## config.mk

```make
export PLATFORM = sky130hd
export DESIGN_NAME = swe_device_flat
export DESIGN_NICKNAME = d
export VERILOG_FILES = /design/src/logic/swe_pkg.sv /design/src/logic/swe_link_if.sv /design/src/logic/swe_device.sv /design/src/flat_wrapper.sv
export SDC_FILE = /design/constraint.sdc
export NUM_CORES = 2
export LEC_CHECK = 0
export BUFFER_PORTS_ARGS = -buffer_cell sky130_fd_sc_hd__buf_2
export CAP_MARGIN = 20
export CORE_AREA = 2 2 387 312
export DETAILED_ROUTE_END_ITERATION = 8
export DIE_AREA = 0 0 389 314
export GPL_ROUTABILITY_DRIVEN = 0
export MAX_ROUTING_LAYER = met4
export PLACE_DENSITY_LB_ADDON = 0.3
export SLEW_MARGIN = 40
export SYNTH_ARGS = -nofsm -noshare
export SYNTH_HDL_FRONTEND = slang
export SYNTH_SLANG_ARGS = --single-unit
```

## constraint.sdc

```tcl
create_clock -name core_clk -period 6.25 [get_ports core_clk]
set_clock_uncertainty 0.05 [all_clocks]
set_input_delay 0.9375 -clock core_clk [delete_from_list [all_inputs] [get_ports core_clk]]
set_output_delay 0.9375 -clock core_clk [all_outputs]
set_load 0.1 [all_outputs]
```

## src/logic/swe_pkg.sv

```systemverilog
/*
  constants and types shared by both ends of the serial write engine link.
  assumes one core clock at 50 MHz on both ends; link pins are sampled
  as ordinary synchronous inputs.
*/
package swe_pkg;

  // organisation: 1 selects 16-bit words, 0 selects 8-bit bytes
  localparam bit          ORG16    = 1'b1;
  localparam int          DATA_W   = ORG16 ? 16 : 8;
  localparam int          ADDR_W   = ORG16 ? 6 : 7;
  localparam int          WORDS    = 1 << ADDR_W;
  localparam int          HDR_W    = 2 + ADDR_W;
  localparam int          BODY_W   = HDR_W + DATA_W;
  localparam int          FRAME_W  = 1 + BODY_W;
  localparam int          CNT_W    = 5;

  // opcodes and address-field prefixes of the short commands
  localparam logic [1:0]  OP_WRITE = 2'h1;
  localparam logic [1:0]  OP_SHORT = 2'h0;
  localparam logic [1:0]  SUB_FILL = 2'h1;
  localparam logic [1:0]  SUB_UNLK = 2'h3;
  localparam logic [1:0]  SUB_LOCK = 2'h0;

  // timing at 50 MHz
  localparam int          CLK_NS   = 20;
  localparam int          CSL_NS   = 250;
  localparam int          CSL_CYC  = (CSL_NS + CLK_NS - 1) / CLK_NS;
  localparam int          PROG_NS  = 2000;
  localparam int          PROG_CYC = PROG_NS / CLK_NS;
  localparam int          FILL_NS  = 4000;
  localparam int          FILL_CYC = FILL_NS / CLK_NS;
  localparam int          TMR_W    = 8;
  localparam int          HALF_CYC = 4;
  localparam int          POLL_CYC = 4;
  localparam int          WAIT_W   = 5;

  typedef enum logic [1:0] {
    CMD_WRITE  = 2'h0,
    CMD_FILL   = 2'h1,
    CMD_UNLOCK = 2'h2,
    CMD_LOCK   = 2'h3
  } swe_cmd_t;

  typedef enum logic [4:0] {
    D_IDLE  = 5'h01,
    D_SHIFT = 5'h02,
    D_ARMED = 5'h04,
    D_SKIP  = 5'h08,
    D_BUSY  = 5'h10
  } swe_dev_st_t;

  typedef enum logic [4:0] {
    H_IDLE = 5'h01,
    H_BIT  = 5'h02,
    H_GAP  = 5'h04,
    H_POLL = 5'h08,
    H_END  = 5'h10
  } swe_host_st_t;

endpackage

```

## src/logic/swe_link_if.sv

```systemverilog
/*
  four-wire serial link between host and device.
  assumes the data output wire has a pull-up: released reads as one.
*/
`timescale 1ns/10ps
`default_nettype none

interface swe_link_if;
  logic sel;
  logic sclk;
  logic sdin;
  logic sdout;
  logic sdout_oe;
  logic sdout_line;

  // resolved level of the data output wire
  assign sdout_line = sdout_oe ? sdout : 1'b1;

  modport host (
    output sel,
    output sclk,
    output sdin,
    input  sdout_line
  );

  modport dev (
    input  sel,
    input  sclk,
    input  sdin,
    output sdout,
    output sdout_oe
  );
endinterface

`default_nettype wire

```

## src/logic/swe_device.sv

```systemverilog
/*
  device end: decodes serial frames, holds the array in flops, runs the
  self-timed erase/program cycle and reports ready/busy status.
  assumes link pins change synchronously to core_clk; serial clock edges
  are found by comparing with the previous sample.
*/
`timescale 1ns/10ps
`default_nettype none

module swe_device (
  input  wire logic                       core_clk,
  input  wire logic                       rstn,
  swe_link_if.dev                         link,
  input  wire logic [swe_pkg::ADDR_W-1:0] rd_addr,
  output logic      [swe_pkg::DATA_W-1:0] rd_data,
  output logic                            unlocked,
  output logic                            busy
);

  localparam logic [swe_pkg::CNT_W-1:0] HDR_LAST  = swe_pkg::CNT_W'(swe_pkg::HDR_W - 1);
  localparam logic [swe_pkg::CNT_W-1:0] BODY_LAST = swe_pkg::CNT_W'(swe_pkg::BODY_W - 1);
  localparam logic [swe_pkg::TMR_W-1:0] T_PROG    = swe_pkg::TMR_W'(swe_pkg::PROG_CYC - 1);
  localparam logic [swe_pkg::TMR_W-1:0] T_FILL    = swe_pkg::TMR_W'(swe_pkg::FILL_CYC - 1);
  localparam logic [swe_pkg::WAIT_W-1:0] CSL_MIN  = swe_pkg::WAIT_W'(swe_pkg::CSL_CYC);

  swe_pkg::swe_dev_st_t           st_r;
  logic                           sel_q_r;
  logic                           sclk_q_r;
  logic [swe_pkg::BODY_W-1:0]     sh_r;
  logic [swe_pkg::BODY_W-1:0]     sh_nxt;
  logic [swe_pkg::CNT_W-1:0]      cnt_r;
  logic                           unlock_r;
  logic [swe_pkg::TMR_W-1:0]      tmr_r;
  logic [swe_pkg::WAIT_W-1:0]     low_r;
  logic                           pend_r;
  logic                           sdout_r;
  logic                           sdout_oe_r;
  logic [swe_pkg::DATA_W-1:0]     mem_r [swe_pkg::WORDS];
  logic [swe_pkg::DATA_W-1:0]     rd_r;

  // decoded fields and edges
  logic                           clk_rise;
  logic                           sel_fall;
  logic                           sel_rise;
  logic                           start_bit;
  logic [1:0]                     hdr_op;
  logic [1:0]                     hdr_sub;
  logic                           is_data_cmd;
  logic [1:0]                     arm_op;
  logic                           arm_fill;
  logic [swe_pkg::ADDR_W-1:0]     arm_addr;
  logic [swe_pkg::DATA_W-1:0]     arm_data;
  logic                           go;
  logic                           fin;

  assign clk_rise  = link.sclk & ~sclk_q_r;
  assign sel_fall  = sel_q_r & ~link.sel;
  assign sel_rise  = ~sel_q_r & link.sel;
  assign start_bit = (st_r == swe_pkg::D_IDLE) && clk_rise && link.sel && link.sdin;

  assign sh_nxt  = {sh_r[swe_pkg::BODY_W-2:0], link.sdin};
  assign hdr_op  = sh_nxt[swe_pkg::HDR_W-1 -: 2];
  assign hdr_sub = sh_nxt[swe_pkg::ADDR_W-1 -: 2];

  // write (01) or fill (00 with 01 prefix) carry a data word
  assign is_data_cmd = (hdr_op == swe_pkg::OP_WRITE) ||
                       (hdr_op == swe_pkg::OP_SHORT && hdr_sub == swe_pkg::SUB_FILL);

  assign arm_op   = sh_r[swe_pkg::BODY_W-1 -: 2];
  assign arm_fill = (arm_op == swe_pkg::OP_SHORT);
  assign arm_addr = sh_r[swe_pkg::DATA_W +: swe_pkg::ADDR_W];
  assign arm_data = sh_r[swe_pkg::DATA_W-1:0];

  // select fall after a full frame starts the cycle, only when unlocked
  assign go  = (st_r == swe_pkg::D_ARMED) && sel_fall && unlock_r;
  assign fin = (st_r == swe_pkg::D_BUSY) && (tmr_r == '0);

  assign unlocked      = unlock_r;
  assign busy          = (st_r == swe_pkg::D_BUSY);
  assign rd_data       = rd_r;
  assign link.sdout    = sdout_r;
  assign link.sdout_oe = sdout_oe_r;

  // pin history for edge detection
  always_ff @(posedge core_clk or negedge rstn) begin
    if (!rstn) begin
      sel_q_r  <= 1'b0;
      sclk_q_r <= 1'b0;
    end else begin
      sel_q_r  <= link.sel;
      sclk_q_r <= link.sclk;
    end
  end

  // frame decoder state
  always_ff @(posedge core_clk or negedge rstn) begin
    if (!rstn) begin
      st_r <= swe_pkg::D_IDLE;
    end else begin
      unique case (st_r)
        swe_pkg::D_IDLE: begin
          if (start_bit) begin
            st_r <= swe_pkg::D_SHIFT;
          end
        end
        swe_pkg::D_SHIFT: begin
          if (!link.sel) begin
            st_r <= swe_pkg::D_IDLE; // short frame is dropped
          end else if (clk_rise && cnt_r == HDR_LAST && !is_data_cmd) begin
            st_r <= swe_pkg::D_SKIP;
          end else if (clk_rise && cnt_r == BODY_LAST) begin
            st_r <= swe_pkg::D_ARMED;
          end
        end
        swe_pkg::D_ARMED: begin
          if (go) begin
            st_r <= swe_pkg::D_BUSY;
          end else if (sel_fall) begin
            st_r <= swe_pkg::D_IDLE;
          end
        end
        swe_pkg::D_SKIP: begin
          if (!link.sel) begin
            st_r <= swe_pkg::D_IDLE;
          end
        end
        swe_pkg::D_BUSY: begin
          if (fin) begin
            st_r <= swe_pkg::D_IDLE;
          end
        end
      endcase
    end
  end

  // body shift register and bit counter, serial clock rising edges only
  always_ff @(posedge core_clk or negedge rstn) begin
    if (!rstn) begin
      sh_r  <= '0;
      cnt_r <= '0;
    end else if (start_bit) begin
      sh_r  <= '0;
      cnt_r <= '0;
    end else if (st_r == swe_pkg::D_SHIFT && clk_rise) begin
      sh_r  <= sh_nxt;
      cnt_r <= cnt_r + 1'b1;
    end
  end

  // programming lock; powers up locked
  always_ff @(posedge core_clk or negedge rstn) begin
    if (!rstn) begin
      unlock_r <= 1'b0;
    end else if (st_r == swe_pkg::D_SHIFT && link.sel && clk_rise &&
                 cnt_r == HDR_LAST && hdr_op == swe_pkg::OP_SHORT) begin
      if (hdr_sub == swe_pkg::SUB_UNLK) begin
        unlock_r <= 1'b1;
      end else if (hdr_sub == swe_pkg::SUB_LOCK) begin
        unlock_r <= 1'b0;
      end
    end
  end

  // self-timed cycle counter; needs no serial clock once loaded
  always_ff @(posedge core_clk or negedge rstn) begin
    if (!rstn) begin
      tmr_r <= '0;
    end else if (go) begin
      tmr_r <= arm_fill ? T_FILL : T_PROG;
    end else if (st_r == swe_pkg::D_BUSY && tmr_r != '0) begin
      tmr_r <= tmr_r - 1'b1;
    end
  end

  // array: erase at cycle start, program at cycle end
  for (genvar i = 0; i < swe_pkg::WORDS; i++) begin : g_word
    logic hit;
    assign hit = arm_fill || (arm_addr == swe_pkg::ADDR_W'(i));

    always_ff @(posedge core_clk or negedge rstn) begin
      if (!rstn) begin
        mem_r[i] <= '1;
      end else if (go && hit) begin
        mem_r[i] <= '1;
      end else if (fin && hit) begin
        mem_r[i] <= arm_data;
      end
    end
  end

  // registered local read port for inspection by the owning system
  always_ff @(posedge core_clk or negedge rstn) begin
    if (!rstn) begin
      rd_r <= '0;
    end else begin
      rd_r <= mem_r[rd_addr];
    end
  end

  // select low time, saturating, for the status qualification
  always_ff @(posedge core_clk or negedge rstn) begin
    if (!rstn) begin
      low_r <= '0;
    end else if (link.sel) begin
      low_r <= '0;
    end else if (low_r != CSL_MIN) begin
      low_r <= low_r + 1'b1;
    end
  end

  // status pending from cycle start until a select fall once ready
  always_ff @(posedge core_clk or negedge rstn) begin
    if (!rstn) begin
      pend_r <= 1'b0;
    end else if (go) begin
      pend_r <= 1'b1; // set wins over clear
    end else if (start_bit || (sel_fall && st_r != swe_pkg::D_BUSY)) begin
      pend_r <= 1'b0;
    end
  end

  // status driver: 0 while busy, 1 once done; released on select fall
  always_ff @(posedge core_clk or negedge rstn) begin
    if (!rstn) begin
      sdout_r    <= 1'b0;
      sdout_oe_r <= 1'b0;
    end else begin
      sdout_r <= (st_r != swe_pkg::D_BUSY);
      if (sel_fall || start_bit) begin
        sdout_oe_r <= 1'b0;
      end else if (sel_rise && pend_r && low_r == CSL_MIN) begin
        sdout_oe_r <= 1'b1;
      end
    end
  end

endmodule

`default_nettype wire

```

## src/flat_wrapper.sv

```systemverilog
// flat-port wrapper written by rule: the top's interface ports become plain ports
module swe_device_flat 
  (core_clk, rstn, rd_addr, rd_data, unlocked, busy, link_sel, link_sclk, link_sdin, link_sdout, link_sdout_oe);
  swe_link_if link_i ();
  input  wire logic core_clk;
  input  wire logic rstn;
  input  wire logic [swe_pkg::ADDR_W-1:0] rd_addr;
  output logic      [swe_pkg::DATA_W-1:0] rd_data;
  output logic unlocked;
  output logic busy;
  input wire logic [$bits(link_i.sel)-1:0] link_sel;
  input wire logic [$bits(link_i.sclk)-1:0] link_sclk;
  input wire logic [$bits(link_i.sdin)-1:0] link_sdin;
  output wire logic [$bits(link_i.sdout)-1:0] link_sdout;
  output wire logic [$bits(link_i.sdout_oe)-1:0] link_sdout_oe;
  assign link_i.sel = link_sel;
  assign link_i.sclk = link_sclk;
  assign link_i.sdin = link_sdin;
  assign link_sdout = link_i.sdout;
  assign link_sdout_oe = link_i.sdout_oe;
  swe_device u_core (.core_clk(core_clk), .rstn(rstn), .link(link_i), .rd_addr(rd_addr), .rd_data(rd_data), .unlocked(unlocked), .busy(busy));
endmodule
```

==> flow_summary.json <==
{
  "status": "completed",
  "crit_required_ns": 5.26,
  "die_h_microns": 314,
  "rsz0062_at_grt": "no",
  "crit_path_end_kind": "output pin",
  "slew_violations": 0,
  "layout_commonest_cell": "a21oi_1",
  "worst_pin_slew_ns": 0.879,
  "reg2reg_depth": 9,
  "dieArea_sq_um": 122000,
  "nNetsFinal": 4284,
  "power_frac_clock_pct": 42.6,
  "grt_pass1_wl_mm": 209,
  "cts_tree": "done",
  "cp_max_fo": 7,
  "core_sq_um": 118000,
  "overflow": 0,
  "cp-start-kind": "flip-flop",
  "p_total_mw": 15.6,
  "io_pins": 31,
  "cpMaxStageDelayCell": "buf_2",
  "htree_levels": 3,
  "crit_family": "buffers and inverters",
  "syn_area_sq_um": 49400,
  "slew_headroom_pct": 40.8,
  "wl_mm": 136,
  "area_growth_pct": 11.3,
  "synth_top_cell_by_area": "dfstp_2",
  "antenna_found_initial": 9,
  "fmax_ghz": 0.285,
  "drive_above_1_share_pct": 40.3,
  "ys_seq_area_share_pct": 57.9,
  "ys.flop_type": "dfstp_2",
  "final_util_pct": 46.5,
  "ant_nets": 0,
  "grt_use_total_pct": 23.1,
  "hold_viol": 0,
  "leakage_nw": 21.0,
  "p_switching_mw": 4.18,
  "cts_resized": 0,
  "setup_slack_ns": 2.74,
  "syn_area_per_cell_sq_um": 11.2,
  "sequentialPowerShare_pct": 46.7,
  "netSwitchingFraction_pct": 26.9,
  "cts.clk_slew.worst_paths_ns": 0.07,
  "cp.depth": 4,
  "dr.pass1.iters": 5,
  "min_path_type": "in2async",
  "arrival_ns": 2.53,
  "nFillCells": 10744,
  "tritoncts.num_buffers": 108,
  "synth_nets": 4417,
  "grt_max_degree": 150,
  "drt-vias-per-instance": 5.66,
  "pwr-share-comb_pct": 10.7,
  "wl_per_cell_microns": 23.0,
  "power_density_nw_per_um2": 283,
  "clk-insertion-delay-late_ns": 0.73,
  "critical_path_class": "reg2out",
  "period_share_pct": 56.2,
  "post_cts.repair.setup_buffers": 0,
  "ir_drop_v": 0.000237,
  "rows": 113,
  "grt_pass1_vias": 32811,
  "clock-sinks": 1093,
  "most-common-layout-cells": "1,131 x a21oi_1, 1,043 x nor2_1, 1,025 x dfstp_2",
  "synth_cell_types": 59,
  "clockBufferDepth": 3,
  "placement.io_buffers": 30,
  "crit_path_max_incr_delay_ns": 0.47,
  "fp.dieW_microns": 389,
  "fin_tns_setup_ns": 0,
  "cp_num_buf_inv": 2,
  "synth_area_leaders": "dfstp_2 54%, mux4_2 12%, a21oi_1 11%",
  "place_ws_ns": 2.17,
  "synth_top_area_share_pct": 54.5,
  "dp.final_hpwl_mm": 82.3,
  "finalSetupViolations": 0,
  "vias": 33465,
  "synth-edff-count": 0,
  "synth-seq-cells": 1093,
  "maxCapViolations": 0,
  "drt_first_iter_violations": 3009,
  "synth_warnings": 0,
  "synth_cells": 4399,
  "fin_crit_ns": 3.51,
  "cts_root_buf": "clkbuf_16",
  "path_cells": "nor3_4 > nand2_1 > inv_1 > buf_2",
  "start_util_pct": 41.8,
  "intPower_mw": 11.4,
  "ys_async_sr_fraction_pct": 100,
  "hold_buffers": 0,
  "drc": 0
}
-- sequential cells by signal, indices dropped and copies added, names as in the netlist --
register and cells:
u_core.sclk_q_r 1, u_core.cnt_r 5, u_core.link.sdout 1, u_core.tmr_r 8, u_core.mem_r 1024, u_core.sh_r 24
u_core.low_r 5, u_core.st_r 5, u_core.sel_q_r 1, u_core.pend_r 1, u_core.link.sdout_oe 1, u_core.unlocked 1
u_core.rd_data 16
-- layer usage --
metal / GRT usage [%] / wire length, microns / vias to the layer above
li1: - / - / 15171
met3: 4.06 / 8570 / 160
met1: 34.2 / 64800 / 17241
met2: 33.4 / 60200 / 893
met4: 4.68 / 2480 / 0
met5: - / 0 / -
-- through the flow --
step	std cells	cell area (sq um)	hold slack (ns)
4_1_cts	5902	54900	0.276
3_3_place_gp	5684	50800	0.436
2_1_floorplan	4399	49400	0.412
3_5_place_dp	5704	51300	0.439
6_report	5910	55000	0.255
5_1_grt	5908	55000	0.252
-- synth_stat cells, types with 8 or more instances --
| master | n |
|---|---|
| a21oi_1 | 1135 |
| nor2_1 | 1058 |
| dfstp_2 | 1025 |
| mux4_2 | 269 |
| buf_2 | 253 |
| clkbuf_1 | 128 |
| dfrtp_1 | 68 |
| nand2_1 | 65 |
| a21oi_2 | 60 |
| mux2i_1 | 48 |
| o21ai_0 | 27 |
| o221ai_1 | 26 |
| nor2b_1 | 22 |
| buf_4 | 17 |
| buf_1 | 16 |
| a211oi_1 | 15 |
| o31ai_1 | 15 |
| a22oi_1 | 13 |
| o22ai_1 | 10 |
| nand3_1 | 9 |
| nand2b_1 | 8 |
-- cells by family after synthesis --
kind of cell / Yosys count / synth area share, %
adder cells (fa/ha/maj): 7 / 0.177
AO/OA/AOI/OAI: 1319 / 14.4
multiplexers: 323 / 13.4
AND/OR/NAND/NOR: 1224 / 9.98
buffers and inverters: 424 / 4.04
XOR/XNOR: 9 / 0.159
flip-flops: 1093 / 57.9
-- path summary, 6_finish.rpt --
| check | from | end | slack (ns) |
|---|---|---|---|
| setup / recovery | u_core.st_r[1] | busy | 2.74 |
| hold / removal | rstn | u_core.mem_r[258] | 0.26 |
| setup reg to reg | u_core.tmr_r[0] | u_core.mem_r[413] | 3.28 |
| hold reg to reg | u_core.mem_r[807] | u_core.mem_r[807] | 0.45 |
| max in group asynchronous | rstn | u_core.mem_r[573] | 4.45 |
| min in group core_clk | link_sclk | u_core.sclk_q_r | 0.32 |
-- area by class of cell --
type                            count  area (sq um)  share of cell area [%]
Timing Repair Buffer              175          1770                    3.22
Clock inverter                     42           484                   0.880
Multi-Input combinational cell   2882         19000                    34.6
Tap cell                         1552          1940                    3.53
Inverter                            6          22.5                  0.0410
Clock buffer                      156          3110                    5.66
Sequential cell                  1093         28600                    52.1
Antenna cell                        4          10.0                  0.0182
-- power by group through the flow --
stage | clock (mW) | sequential, mW | combinational (mW)
2_1_floorplan | 0 | 7.41 | 0.782
3_5_place_dp | 0 | 7.36 | 1.65
6_report | 6.63 | 7.26 | 1.67
3_3_place_gp | 0 | 7.36 | 1.51
5_1_grt | 7.06 | 7.27 | 1.76
4_1_cts | 6.77 | 7.26 | 1.65
(Power assumes the default switching activity.)
